File: src/rtl/strap_cfg_pkg.sv
// constants for the reset strap configuration decoder
package strap_cfg_pkg;
    // register byte offsets
    localparam logic [7:0] REG_STRAP_STATUS = 8'h00;
    localparam logic [7:0] REG_GPIO_ENABLE  = 8'h04;
    localparam logic [7:0] REG_GPIO_DIR     = 8'h08;
    localparam logic [7:0] REG_PIN_SELECT   = 8'h0C;
    localparam logic [7:0] REG_ID           = 8'h10;
    // status field positions
    localparam int ST_PCI_SEL   = 0;
    localparam int ST_BYTE_ORD  = 1;
    localparam int ST_BOOT_LO   = 2;
    localparam int ST_MCLK_LO   = 4;
    localparam int ST_AUTOINIT  = 6;
    localparam int ST_HWIDTH    = 7;
    localparam int ST_BOOT_RSV  = 8;
    localparam int ST_MCLK_RSV  = 9;
    localparam int ST_EE_CONFL  = 10;
    localparam int ST_CAPTURED  = 11;
    localparam int GPIO_W       = 7;
    localparam logic [6:0] GPIO_EN_RST  = 7'h00;
    localparam logic [6:0] GPIO_DIR_RST = 7'h00;
    // arbitrary identification value
    localparam logic [31:0] BLOCK_ID    = 32'h5C0F_0001;
    // boot source codes
    typedef enum logic [1:0] {
        BOOT_NONE = 2'b00,
        BOOT_HOST = 2'b01,
        BOOT_RSV  = 2'b10,
        BOOT_ROM8 = 2'b11
    } boot_mode_e;
    // memory clock source codes
    typedef enum logic [1:0] {
        MCLK_INPUT = 2'b00,
        MCLK_DIV4  = 2'b01,
        MCLK_DIV6  = 2'b10,
        MCLK_RSV   = 2'b11
    } mem_clk_e;
    localparam logic [1:0] HTRANS_NONSEQ = 2'b10;
endpackage

File: src/rtl/reset_strap_config_decoder.sv
// reset strap capture, decode, shared pin steering and ahb-lite status registers
//
// Added by the designer: the address map and the AHB-Lite interface to the registers.
`timescale 1ns/1ps
module reset_strap_config_decoder
    import strap_cfg_pkg::*;
(
    input  wire logic                 hclk,
    input  wire logic                 hresetn,
    input  wire logic                 hsel,
    input  wire logic [31:0]          haddr,
    input  wire logic [1:0]           htrans,
    input  wire logic                 hwrite,
    input  wire logic [2:0]           hsize,
    input  wire logic [31:0]          hwdata,
    input  wire logic                 hready,
    output logic      [31:0]          hrdata,
    output logic                      hreadyout,
    output logic                      hresp,
    input  wire logic                 pci_select_strap,
    input  wire logic                 byte_order_strap,
    input  wire logic [1:0]           boot_select_strap,
    input  wire logic [1:0]           memory_clock_select_strap,
    input  wire logic                 eeprom_autoinit_strap,
    input  wire logic                 host_width_strap,
    output logic                      host_port_enable,
    output logic                      pci_enable,
    output logic                      little_endian,
    output boot_mode_e                boot_mode,
    output mem_clk_e                  memory_clock_source,
    output logic                      pci_eeprom_autoinit,
    output logic                      host_port_wide,
    output logic                      host_data_upper_oe_n,
    output logic                      pci_only_pins_oe_n,
    output logic [GPIO_W-1:0]         shared_gpio_func,
    output logic [GPIO_W-1:0]         shared_gpio_oe_n
);
    // ------------------------------------------------------------
    // strap capture
    // ------------------------------------------------------------
    // straps are sampled by the clocked process while reset is low and on the first two edges after release;
    // the async reset only loads constants, the documented defaults
    logic       cap_pci;
    logic       cap_byte_order_strap;
    logic [1:0] cap_boot;
    logic [1:0] cap_mclk;
    logic       cap_eeprom_autoinit_strap;
    logic       cap_hwid;
    logic       captured;
    logic       rst_s1;
    logic       rst_s2;

    // synchronised release so capture keeps running until reset is gone
    always_ff @(posedge hclk or negedge hresetn) begin
        if (!hresetn) begin
            rst_s1 <= 1'b0;
            rst_s2 <= 1'b0;
        end else begin
            rst_s1 <= 1'b1;
            rst_s2 <= rst_s1;
        end
    end

    wire capture_window = !rst_s2;

    always_ff @(posedge hclk) begin
        if (capture_window) begin
            cap_pci  <= pci_select_strap;
            cap_byte_order_strap <= byte_order_strap;
            cap_boot <= boot_select_strap;
            cap_mclk <= memory_clock_select_strap;
            cap_eeprom_autoinit_strap <= eeprom_autoinit_strap;
            cap_hwid <= host_width_strap;
        end
        // outside the window the captured values simply hold
    end

    always_ff @(posedge hclk or negedge hresetn) begin
        if (!hresetn) begin
            captured <= 1'b0;
        end else if (rst_s2) begin
            captured <= 1'b1;
        end
    end

    // ------------------------------------------------------------
    // decode
    // ------------------------------------------------------------
    // until capture completes the defaults stand: host port, no pci
    wire sel_pci   = captured & cap_pci;
    wire sel_host  = !sel_pci;
    wire dec_byte_order_strap  = captured ? cap_byte_order_strap : 1'b1;
    wire [1:0] dec_boot = captured ? cap_boot : BOOT_ROM8;
    wire [1:0] dec_mclk = captured ? cap_mclk : MCLK_INPUT;
    wire dec_eeprom_autoinit_strap  = captured & cap_eeprom_autoinit_strap & sel_pci;
    wire dec_wide  = captured & cap_hwid;
    wire boot_rsv  = captured & (cap_boot == BOOT_RSV);
    wire mclk_rsv  = captured & (cap_mclk == MCLK_RSV);
    wire ee_confl  = captured & cap_eeprom_autoinit_strap & !cap_pci;

    // ------------------------------------------------------------
    // software gpio control
    // ------------------------------------------------------------
    logic [GPIO_W-1:0] gpio_enable;
    logic [GPIO_W-1:0] gpio_direction;

    // ------------------------------------------------------------
    // ahb-lite slave
    // ------------------------------------------------------------
    logic       ph_valid;
    logic       ph_write;
    logic [7:0] ph_addr;

    wire        take     = hsel & hready & (htrans == HTRANS_NONSEQ);
    wire        wr_en    = ph_valid & ph_write & (ph_addr == REG_GPIO_ENABLE);
    wire        wr_dir   = ph_valid & ph_write & (ph_addr == REG_GPIO_DIR);
    wire        rd_en    = take & !hwrite;

    wire [31:0] status_word = {20'h0_0000,
                               captured, ee_confl, mclk_rsv, boot_rsv,
                               dec_wide, dec_eeprom_autoinit_strap, dec_mclk, dec_boot,
                               dec_byte_order_strap, sel_pci};

    logic [31:0] rd_mux;
    always_comb begin
        unique case (haddr[7:0])
            REG_STRAP_STATUS: rd_mux = status_word;
            REG_GPIO_ENABLE:  rd_mux = {25'h000_0000, gpio_enable};
            REG_GPIO_DIR:     rd_mux = {25'h000_0000, gpio_direction};
            REG_PIN_SELECT:   rd_mux = {25'h000_0000, shared_gpio_func};
            REG_ID:           rd_mux = BLOCK_ID;
            default:          rd_mux = 32'h0000_0000;
        endcase
    end

    always_ff @(posedge hclk or negedge hresetn) begin
        if (!hresetn) begin
            ph_valid <= 1'b0;
            ph_write <= 1'b0;
            ph_addr  <= 8'h00;
            hrdata   <= 32'h0000_0000;
        end else begin
            ph_valid <= take;
            ph_write <= hwrite;
            ph_addr  <= haddr[7:0];
            if (rd_en) begin
                hrdata <= rd_mux;
            end
        end
    end

    // zero-wait slave: always ready, always okay
    always_ff @(posedge hclk or negedge hresetn) begin
        if (!hresetn) begin
            hreadyout <= 1'b1;
            hresp     <= 1'b0;
        end else begin
            hreadyout <= 1'b1;
            hresp     <= 1'b0;
        end
    end

    // software may rewrite these at any moment
    always_ff @(posedge hclk or negedge hresetn) begin
        if (!hresetn) begin
            gpio_enable    <= GPIO_EN_RST;
            gpio_direction <= GPIO_DIR_RST;
        end else begin
            if (wr_en) begin
                gpio_enable <= hwdata[GPIO_W-1:0];
            end
            if (wr_dir) begin
                gpio_direction <= hwdata[GPIO_W-1:0];
            end
        end
    end

    // ------------------------------------------------------------
    // pin steering
    // ------------------------------------------------------------
    // per pin: gpio only when pci is off and software enabled it
    logic [GPIO_W-1:0] next_gpio_func;
    logic [GPIO_W-1:0] next_gpio_oe_n;
    genvar g;
    generate
        for (g = 0; g < GPIO_W; g++) begin : gpio_pin
            assign next_gpio_func[g] = sel_host & gpio_enable[g];
            // direction 1 drives the pin; pci-owned pins are driven by pci logic
            assign next_gpio_oe_n[g] = !(next_gpio_func[g] & gpio_direction[g]);
        end
    endgenerate

    always_ff @(posedge hclk or negedge hresetn) begin
        if (!hresetn) begin
            host_port_enable     <= 1'b1;
            pci_enable           <= 1'b0;
            little_endian        <= 1'b1;
            boot_mode            <= BOOT_ROM8;
            memory_clock_source  <= MCLK_INPUT;
            pci_eeprom_autoinit  <= 1'b0;
            host_port_wide       <= 1'b0;
            host_data_upper_oe_n <= 1'b1;
            pci_only_pins_oe_n   <= 1'b1;
            shared_gpio_func     <= 7'h00;
            shared_gpio_oe_n     <= 7'h7F;
        end else begin
            host_port_enable     <= sel_host;
            pci_enable           <= sel_pci;
            little_endian        <= dec_byte_order_strap;
            boot_mode            <= boot_mode_e'(dec_boot);
            memory_clock_source  <= mem_clk_e'(dec_mclk);
            pci_eeprom_autoinit  <= dec_eeprom_autoinit_strap;
            host_port_wide       <= dec_wide & sel_host;
            // upper host data lanes stay released unless wide host mode
            host_data_upper_oe_n <= !(dec_wide & sel_host);
            pci_only_pins_oe_n   <= sel_host;
            shared_gpio_func     <= next_gpio_func;
            shared_gpio_oe_n     <= next_gpio_oe_n;
        end
    end
endmodule

File: config.mk
export PLATFORM = sky130hd
export DESIGN_NAME = reset_strap_config_decoder
export DESIGN_NICKNAME = d
export VERILOG_FILES = /design/src/rtl/strap_cfg_pkg.sv /design/src/rtl/reset_strap_config_decoder.sv
export SDC_FILE = /design/constraint.sdc
export NUM_CORES = 1
export LEC_CHECK = 0
export ABC_CLOCK_PERIOD_IN_PS = 2700
export BUFFER_PORTS_ARGS = -buffer_cell sky130_fd_sc_hd__buf_2
export CORE_ASPECT_RATIO = 1.4
export CORE_MARGIN = 2
export CORE_UTILIZATION = 40
export DETAILED_ROUTE_END_ITERATION = 10
export PLACE_DENSITY_LB_ADDON = 0.08
export SLEW_MARGIN = 40
export SYNTH_ARGS = -nofsm -noshare
export SYNTH_HDL_FRONTEND = slang
export SYNTH_SLANG_ARGS = --single-unit
File: constraint.sdc
create_clock -name hclk -period 2.7 [get_ports hclk]
set_input_delay 0.135 -clock hclk [delete_from_list [all_inputs] [get_ports hclk]]
set_output_delay 0.135 -clock hclk [all_outputs]
set_load 0.01 [all_outputs]
==> results of run 1 <==
-- area by class of cell --
class	count	area, um2	area share
Timing Repair Buffer	92	546	0.156
Tap cell	95	119	0.0340
Inverter	6	22.5	0.00645
Multi-Input combinational cell	103	763	0.218
Clock buffer	14	174	0.0498
Clock inverter	2	12.5	0.00358
Sequential cell	72	1860	0.532
-- what timing repair did --
action	4_1_cts	5_1_grt
hold buffers	16	0
hold endpoints to repair	30	0
resized for setup	0	0
endpoints found under the setup margin	0	0
-- cells by family (layout without fill, tap and decap cells) --
family | after synthesis | in the layout | synth area share
AOI/OAI and AO/OA | 15 | 15 | 0.0382
other | 2 | 15 | 0.00270
muxes | 21 | 21 | 0.109
buffers and inverters | 34 | 114 | 0.0760
DFF | 72 | 72 | 0.667
and+or+nand+nor | 52 | 52 | 0.107
-- cell usage after synthesis --
| library cell | n |
|---|---|
| a221oi_1 | 1 |
| a22o_1 | 6 |
| and2_1 | 10 |
| and3_1 | 1 |
| buf_2 | 1 |
| buf_4 | 22 |
| clkbuf_1 | 5 |
| conb_1 | 2 |
| dfrtp_1 | 52 |
| dfstp_2 | 12 |
| edfxtp_1 | 8 |
| inv_1 | 6 |
| mux2_2 | 14 |
| mux2i_1 | 1 |
| mux4_2 | 6 |
| nand2_1 | 22 |
| nand2b_1 | 4 |
| nand3_1 | 1 |
| nand3b_2 | 2 |
| nand4b_1 | 1 |
| nor2_1 | 2 |
| nor3_1 | 1 |
| nor3b_1 | 1 |
| nor4_1 | 1 |
| nor4_4 | 1 |
| o211ai_1 | 1 |
| o21ai_0 | 6 |
| o31ai_1 | 1 |
| or2_2 | 3 |
| or4_1 | 1 |
| or4_4 | 1 |
-- where the power goes --
part / switching [mW] / total, mW / internal (mW) / leakage, nW
registers: 0.0199 / 1.17 / 1.15 / 0.851
clock network: 0.379 / 0.794 / 0.415 / 0.0918
logic: 0.0869 / 0.166 / 0.0792 / 0.734
-- worst paths after layout --
kind / endpoint / depth (start not counted)
worst max register to register: gpio_direction[2] / 4
worst min-delay path: gpio_enable[4] / 2
worst max-delay path: gpio_direction[2] / 4
worst min register to register: rst_s2 / 0
min in group asynchronous: hrdata[10] / 2
max in group asynchronous: shared_gpio_oe_n[1] / 3
-- per-layer routing --
layer  share of wire  GRT usage  vias up
met4           0.019     0.0824        0
met1            0.41      0.203      872
li1                -          -      806
met5               0          0        -
met2            0.52      0.258       62
met3           0.050     0.0235        9
-- stage by stage --
step	hold WS (ns)	instances	cell area (um2)	setup slack (ns)	utilization
6_report	0.0376	384	3490	0.666	0.510
5_1_grt	0.0337	384	3490	0.600	0.510
4_1_cts	0.0253	384	3490	0.663	0.510
3_5_place_dp	0.0701	352	3150	0.669	0.460
3_3_place_gp	0.0658	352	3150	0.667	0.460
2_1_floorplan	-0.161	209	2830	0.949	-
-- critical path, delay by kind of cell, from the launching register on --
kind             cells  cell delay (ns)
multiplexers         1             0.36
flip-flops           1             0.36
AND/OR/NAND/NOR      3             1.20
-- sequential cells by signal, summed over array words and instances, names as in the netlist, 7 cells and up --
name,flops
hrdata,13
shared_gpio_func,7
ph_addr,8
shared_gpio_oe_n,7
gpio_enable,7
gpio_direction,7
==> results.sh, run 1 <==
export IMPL_status="completed"
export IMPL_synth_area_leaders="dfrtp_1 47%, dfstp_2 11%, edfxtp_1 8.6%"
export IMPL_htree_num_levels=3
export IMPL_setup_violations_final=0
export IMPL_cts_setup_buffers=0
export IMPL_vias=1749
export IMPL_path_max_fanout=7
export IMPL_worstPathCellList="or4_4 -> nor4_4 -> nand3b_2 -> mux2_2"
export IMPL_crit_start="ph_addr[5]"
export IMPL_yosys_cell_types_count=31
export IMPL_fin_crit_ns=2.03
export IMPL_start_kind="flop"
export IMPL_io_buffers=74
export IMPL_ys_ff_latch=72
export IMPL_via_per_inst=4.55
export IMPL_reg2reg_slack_ns=0.67
export IMPL_peakVddDrop_mv=0.337
export IMPL_ant_nets=0
export IMPL_initial_core_util=0.406
export IMPL_antenna_found_initial=0
export IMPL_core_area_mm2=0.00685
export IMPL_final_nets=366
export IMPL_path_class="reg2reg"
export IMPL_endpoint_kind="flop"
export IMPL_die_area_mm2=0.00765
export IMPL_first_global_vias=1712
export IMPL_critPathMaxStageDelay_ns=0.54
export IMPL_rows=36
export IMPL_dr_first_iter_drc_count=46
export IMPL_gr_usage_all_layers=0.158
export IMPL_clkLatencyLatePin_ns=0.34
export IMPL_worst_pin_slew_ns=0.518
export IMPL_holdCritStartpoint="hwdata[4]"
export IMPL_cts_path_max_buffers=2
export IMPL_grt_max_degree=31
export IMPL_num_antenna_cells=0
export IMPL_final_cell_mix="74 x buf_2, 52 x dfrtp_1, 22 x nand2_1"
export IMPL_cts_buffers=9
export IMPL_ios=141
export IMPL_timing_slew_headroom=0.651
export IMPL_drive_gt1_frac=0.443
export IMPL_clkTransAtPathRegs_ns=0.08
export IMPL_wl_per_cell_um=14.7
export IMPL_critPathArrivalTime_ns=2.25
export IMPL_drv_cap=0
export IMPL_critPathSlowestCell="or4_4"
export IMPL_powerDensity_mw_per_mm2=609
export IMPL_yosysSeqAreaShare=0.667
export IMPL_wl_um=5660
export IMPL_hold_viol_final=0
export IMPL_synth_top_area_share=0.468
export IMPL_maxSlewViolCount=0
export IMPL_syn2layout_area_growth_pct=25.5
export IMPL_syn_inst=196
export IMPL_final_common_cell="buf_2"
export IMPL_fillers=647
export IMPL_rr_startpoint="ph_addr[5]"
export IMPL_synth_top_cell_by_area="dfrtp_1"
export IMPL_drt_pass1_iter_count=4
export IMPL_cts_root_buf="clkbuf_8"
export IMPL_rsz0062_at_grt="no"
export IMPL_grt_overflow=0
export IMPL_post_route_period_util=0.753
export IMPL_cts_sinks=72
export IMPL_die_h_um=103
export IMPL_dieWidth_um=74.5
export IMPL_postSynthAreaPerCell_um2=14.2
export IMPL_place_congestion=0.713
export IMPL_dp_hpwl_um=3850
export IMPL_grt_first_pass_wirelength_um=8650
export IMPL_cts_tree="yes"
export IMPL_ys_warn_count=0
export IMPL_fmaxAchievable_mhz=492
export IMPL_worst_ep_required_time_ns=2.92
export IMPL_skew_ns=0.00957
export IMPL_hp_class="in2reg"
export IMPL_p_leak_nw=1.68
export IMPL_syn_cell_area_mm2=0.00278
export IMPL_total_power_mw=2.13
export IMPL_drc=0
export IMPL_finalSetupTns_ns=0
No activity file was read; power rests on OpenSTA's default activity.
==> run 2: changes to the inputs <==
--- a/config.mk
+++ b/config.mk
@@ -5,7 +5,8 @@
 export SDC_FILE = /design/constraint.sdc
 export NUM_CORES = 1
 export LEC_CHECK = 0
-export ABC_CLOCK_PERIOD_IN_PS = 2700
+export ABC_AREA = 1
+export ABC_CLOCK_PERIOD_IN_PS = 1800
 export BUFFER_PORTS_ARGS = -buffer_cell sky130_fd_sc_hd__buf_2
 export CORE_ASPECT_RATIO = 1.4
 export CORE_MARGIN = 2
==> constraint.sdc (replaced) <==
create_clock -name hclk -period 1.8 [get_ports hclk]
set_input_delay 0.09 -clock hclk [delete_from_list [all_inputs] [get_ports hclk]]
set_output_delay 0.09 -clock hclk [all_outputs]
set_load 0.01 [all_outputs]
==> run 2 against run 1 <==
Against the previous run: global-route usage increased by 0.74 points; combinational power increased by 45%; final cell count increased by 26%; sequential cell count unchanged; utilization increased by 2.2 points; sequential share of layout area decreased by 3.2 points; die area increased by 3.1%; synthesized cell count increased by 46%; design area increased by 6.4%; via count increased by 22%.
==> results.sh, run 2 <==
export IMPL_critPathSlowestCell="dlygate4sd3_1"
export IMPL_synthFlopType="dfrtp_1"
export IMPL_largest_register_ffs=13
export IMPL_cts_buffers=9
export IMPL_total_power_mw=3.59
export IMPL_maxSlewViolCount=0
export IMPL_post_synth_top_count_cell="nand2_1"
export IMPL_via_per_inst=4.42
export IMPL_wl_per_cell_um=12.4
export IMPL_cts_tree="yes"
export IMPL_ys_ff_latch=72
export IMPL_worst_pin_slew_ns=0.545
export IMPL_antenna_found_initial=0
export IMPL_hold_viol_final=0
export IMPL_post_route_period_util=0.859
export IMPL_htree_num_levels=3
export IMPL_postCtsResizedCells=0
export IMPL_die_h_um=104
export IMPL_dieWidth_um=75.6
export IMPL_dp_hpwl_um=4140
export IMPL_timing_slew_headroom=0.636
export IMPL_top_register="hrdata"
export IMPL_ios=141
export IMPL_holdCritStartpoint="hwdata[3]"
export IMPL_p_leak_nw=2.00
export IMPL_critPathArrivalTime_ns=1.82
export IMPL_first_global_vias=2070
export IMPL_timing_rr_end="shared_gpio_oe_n[3]"
export IMPL_cp_top_family="buffers and inverters"
export IMPL_clkLatencyLatePin_ns=0.33
export IMPL_final_nets=464
export IMPL_fin_crit_ns=1.55
export IMPL_path_buf_inv=3
export IMPL_grt_overflow=0
export IMPL_path_class="in2reg"
export IMPL_hold_path_end="gpio_enable[3]"
export IMPL_fillers=672
export IMPL_wl_um=5960
export IMPL_top_regs="hrdata: 13 flops, ph_addr: 8 flops"
export IMPL_rr_startpoint="cap_pci"
export IMPL_finalSetupTns_ns=0
export IMPL_reg2reg_slack_ns=0.38
export IMPL_final_cell_mix="74 x nand2_1, 74 x buf_2, 52 x dfrtp_1"
export IMPL_instances_no_fill=482
export IMPL_ant_nets=0
export IMPL_status="completed"
export IMPL_drv_cap=0
export IMPL_cts_root_buf="clkbuf_8"
export IMPL_hold_ws_ns=0.0219
export IMPL_synth_top_area_share=0.453
export IMPL_dr_first_iter_drc_count=128
export IMPL_critPathMaxStageDelay_ns=0.54
export IMPL_die_area_mm2=0.00789
export IMPL_path_max_fanout=21
export IMPL_worst_ep_required_time_ns=2.07
export IMPL_grt_max_degree=65
export IMPL_dp_cells=446
export IMPL_cts_path_max_buffers=2
export IMPL_vias=2130
export IMPL_rows=36
export IMPL_start_kind="input port"
export IMPL_skew_ns=0.00574
export IMPL_initial_core_util=0.412
export IMPL_postSynthAreaPerCell_um2=10.0
export IMPL_async_reset_ff_frac=0.889
export IMPL_cts_sinks=72
export IMPL_ff2ff_path_depth=5
export IMPL_core_area_mm2=0.00698
export IMPL_drc=0
export IMPL_rsz0062_at_grt="no"
export IMPL_drt_pass1_iter_count=4
export IMPL_syn2layout_area_growth_pct=29.4
export IMPL_hp_class="in2reg"
export IMPL_ys_warn_count=0
export IMPL_place_congestion=0.724
export IMPL_ys_top_cells_by_count="74 x nand2_1, 52 x dfrtp_1, 30 x inv_1"
export IMPL_yosys_cell_types_count=23
export IMPL_drive_gt1_frac=0.289
export IMPL_worstPathCellList="dlygate4sd3_1 -> buf_2 -> nor2_1 -> nand2_1 -> inv_1 -> nand3_1 -> nand3_1 -> o21bai_1 -> nand2_1"
export IMPL_yosysSeqAreaShare=0.646
export IMPL_postCtsHoldBufs=19
export IMPL_synth_edf_count=8
export IMPL_gr_usage_all_layers=0.166
export IMPL_powerDensity_mw_per_mm2=967
export IMPL_io_buffers=74
export IMPL_cts_setup_buffers=0
export IMPL_fmaxAchievable_mhz=647
export IMPL_grt_first_pass_wirelength_um=9690
export IMPL_num_antenna_cells=0
export IMPL_peakVddDrop_mv=0.426
export IMPL_setup_violations_final=0
export IMPL_hold_path_depth=3
export IMPL_syn_inst=287
export IMPL_syn_cell_area_mm2=0.00287
export IMPL_clkTransAtPathRegs_ns=0.07
export IMPL_synth_top_cell_by_area="dfrtp_1"
export IMPL_synth_area_leaders="dfrtp_1 45%, dfstp_2 11%, nand2_1 9.7%"
export IMPL_endpoint_kind="flop"
[run 2: worst max path at each step]
| stage | startpoint | to | slack, ns | depth (start not counted) |
|---|---|---|---|---|
| 6_report | haddr[7] | hrdata[0] | 0.25 | 9 |
| 5_1_grt | haddr[7] | hrdata[0] | 0.03 | 9 |
| 3_3_place_gp | cap_pci | shared_gpio_oe_n[3] | 0.43 | 5 |
| 4_1_cts | haddr[7] | hrdata[0] | 0.28 | 9 |
| 2_1_floorplan | ph_addr[7] | gpio_direction[3] | 0.64 | 7 |
| 3_5_place_dp | cap_pci | shared_gpio_oe_n[3] | 0.38 | 5 |
[run 2: kinds of logic after synthesis]
family	share of synthesized area
flops	0.646
simple gates	0.203
compound gates	0.0383
buf+inv	0.110
other cells	0.00261
[run 2: where the power goes]
part / total [mW] / internal (mW) / switching [mW] / leakage [nW]
Sequential: 1.73 / 1.71 / 0.0215 / 0.802
Clock: 1.62 / 1.05 / 0.571 / 0.131
Combinational: 0.240 / 0.0982 / 0.142 / 1.06
[run 2: layout make-up]
type / instances / area (um2) / area share
Sequential cell: 72 / 1860 / 0.499
Multi-Input combinational cell: 169 / 749 / 0.202
Timing Repair Buffer: 98 / 613 / 0.165
Clock inverter: 7 / 134 / 0.0360
Clock buffer: 9 / 124 / 0.0333
Inverter: 32 / 123 / 0.0330
Tap cell: 95 / 119 / 0.0320
[run 2: routing by layer]
metal  vias up  routed length [um]  track usage  part of all wire
met4         0                  91       0.0702             0.015
li1       1063                   -            -                 -
met2        73                3060        0.263              0.51
met3         6                 324       0.0514             0.054
met5         -                   0            0                 0
met1       988                2490        0.204              0.42
[run 2: worst register-to-register path, cell delays in order, from the launching register on]
cell and delay [ns]:
edfxtp_1 0.42, nand2_1 0.13, clkinv_1 0.30, buf_4 0.26, nor2_1 0.17, nand2_1 0.08
[run 2: through the flow]
step | utilization | instance area, um2 | worst slack [ns]
global placement | 0.467 | 3260 | 0.428
global route | 0.533 | 3720 | 0.0323
detailed placement | 0.467 | 3260 | 0.381
floorplan | - | 2920 | 0.638
CTS | 0.531 | 3710 | 0.279
finish | 0.533 | 3720 | 0.254
==> run 3: changes to the inputs <==
--- a/config.mk
+++ b/config.mk
@@ -8,7 +8,7 @@
 export ABC_AREA = 1
 export ABC_CLOCK_PERIOD_IN_PS = 1800
 export BUFFER_PORTS_ARGS = -buffer_cell sky130_fd_sc_hd__buf_2
-export CORE_ASPECT_RATIO = 1.4
+export CORE_ASPECT_RATIO = 0.8
 export CORE_MARGIN = 2
 export CORE_UTILIZATION = 40
 export DETAILED_ROUTE_END_ITERATION = 10
==> run 3 against run 2 <==
Against the previous run: clock-buffer cell count rose by 6; power fell by 14%; final cell count fell by 1.5%; combinational power barely moved; register-to-register slack improved by 0.07 ns; critical path depth did not move; via count rose by 1.0%; global-route usage fell by 0.097 points; utilization fell by 0.89 points; wire length rose by 2.4%; fmax rose by 1.7%; critical path type unchanged; critical endpoint is now hrdata[2]; highest routed layer unchanged.
==> results.sh, run 3 (synthesized netlist as in run 2, its figures left out) <==
export IMPL_post_route_period_util=0.845
export IMPL_crit_path_frequent_cell="nand2_1"
export IMPL_die_h_um=79.8
export IMPL_wl_per_cell_um=12.9
export IMPL_drc=0
export IMPL_place_congestion=0.743
export IMPL_dr_first_iter_drc_count=122
export IMPL_finalSetupTns_ns=0
export IMPL_path_class="in2reg"
export IMPL_instances_no_fill=475
export IMPL_powerDensity_mw_per_mm2=848
export IMPL_htree_num_levels=3
export IMPL_worst_slack_ns=0.279
export IMPL_fillers=627
export IMPL_timing_slew_headroom=0.568
export IMPL_cts_setup_buffers=0
export IMPL_rsz0062_at_grt="no"
export IMPL_top_regs="hrdata: 13 flops, ph_addr: 8 flops"
export IMPL_grt_first_pass_wirelength_um=9800
export IMPL_postCtsHoldBufs=19
export IMPL_grt_max_degree=46
export IMPL_vias=2152
export IMPL_critPathSlowestCell="dlygate4sd3_1"
export IMPL_setup_violations_final=0
export IMPL_stdcell_area_mm2=0.00363
export IMPL_worstPathCellList="dlygate4sd3_1 -> buf_2 -> inv_1 -> nand2_1 -> nor2_1 -> nand3_1 -> nand4_1 -> nand2_1 -> nand2_1"
export IMPL_final_cell_mix="74 x nand2_1, 74 x buf_2, 52 x dfrtp_1"
export IMPL_core_area_mm2=0.00693
export IMPL_endpoint_kind="flop"
export IMPL_multi_input_area_um2=749
export IMPL_drt_pass1_iter_count=4
export IMPL_rows=27
export IMPL_drive_gt1_frac=0.286
export IMPL_num_antenna_cells=0
export IMPL_worst_ep_required_time_ns=2.06
export IMPL_dieWidth_um=98.8
export IMPL_ios=141
export IMPL_dp_hpwl_um=4220
export IMPL_post_place_ws_ns=0.438
export IMPL_clkLatencyLatePin_ns=0.33
export IMPL_skew_ns=0.00873
export IMPL_top_register="hrdata"
export IMPL_start_kind="input port"
export IMPL_fmaxAchievable_mhz=657
export IMPL_drv_cap=0
export IMPL_antenna_found_initial=0
export IMPL_critPathMaxStageDelay_ns=0.53
export IMPL_path_max_fanout=7
export IMPL_hp_class="in2reg"
export IMPL_wl_um=6110
export IMPL_via_per_inst=4.53
export IMPL_maxSlewViolCount=0
export IMPL_ant_nets=0
export IMPL_syn2layout_area_growth_pct=26.2
export IMPL_dp_cells=440
export IMPL_status="completed"
export IMPL_die_area_mm2=0.00788
export IMPL_hold_viol_final=0
export IMPL_io_buffers=74
export IMPL_cts_tree="yes"
export IMPL_place_area_mm2=0.00327
export IMPL_hold_ws_ns=0.0287
export IMPL_cts_path_max_buffers=2
export IMPL_cts_buffers=9
export IMPL_cts_sinks=72
export IMPL_critPathArrivalTime_ns=1.78
export IMPL_cts_root_buf="clkbuf_8"
export IMPL_initial_core_util=0.415
export IMPL_peakVddDrop_mv=0.511
export IMPL_regArea_mm2=0.00186
export IMPL_first_global_vias=2053
export IMPL_postCtsResizedCells=0
export IMPL_grt_overflow=0
export IMPL_largest_register_ffs=13
export IMPL_gr_usage_all_layers=0.165
export IMPL_clkTransAtPathRegs_ns=0.07
export IMPL_final_nets=465
export IMPL_worst_pin_slew_ns=0.645
export IMPL_p_leak_nw=1.96
export IMPL_fin_crit_ns=1.52
==> run 3: cell types whose count changed in the layout (fill, tap and decap cells not counted), sizes merged <==
cell         change
clkbuf           +6
bufinv           -4
buf              +2
clkinv           -2
dlygate4sd3      -1
==> run 3: worst paths after layout <==
kind / startpoint / end / slack [ns] / depth (start not counted)
worst max-delay path: haddr[0] / hrdata[2] / 0.28 / 9
worst min-delay path: hwdata[5] / gpio_enable[5] / 0.03 / 3
worst max register to register: ph_addr[5] / gpio_direction[0] / 0.45 / 5
worst min register to register: rst_s1 / rst_s2 / 0.35 / 0
max in group asynchronous: hresetn / shared_gpio_oe_n[0] / 0.91 / 3
min in group asynchronous: hresetn / ph_addr[1] / 0.25 / 2
==> run 3: critical path, delay by kind of cell <==
kind | cells | cell delay [ns]
AND/OR/NAND/NOR | 6 | 0.96
buffers and inverters | 3 | 0.71
==> run 3: per-stage QoR <==
step	total power, mW	util
floorplan	1.87	-
global placement	1.97	0.472
detailed placement	1.98	0.472
CTS	3.12	0.524
global route	3.22	0.524
finish	3.07	0.524
==> run 3: layer usage <==
metal,up-vias,global-route usage,wire (um),part of all wire
met3,4,0.0517,393,0.064
met4,0,0.0493,44,0.0072
li1,1061,-,-,-
met2,76,0.272,2900,0.48
met5,-,0,0,0
met1,1011,0.210,2770,0.45
==> run 3: layout make-up <==
type / count / share of cell area
clock buffers: 15 / 0.0459
clock inverters: 1 / 0.00138
inverters: 32 / 0.0338
multi-input cells: 169 / 0.207
flip-flops and latches: 72 / 0.512
well taps: 87 / 0.0300
repair buffers: 99 / 0.170
==> run 3: where the power goes <==
group          leakage (nW)  switching [mW]  internal [mW]
sequential            0.802          0.0208           1.71
combinational          1.07           0.144         0.0988
clock                0.0877           0.522          0.577
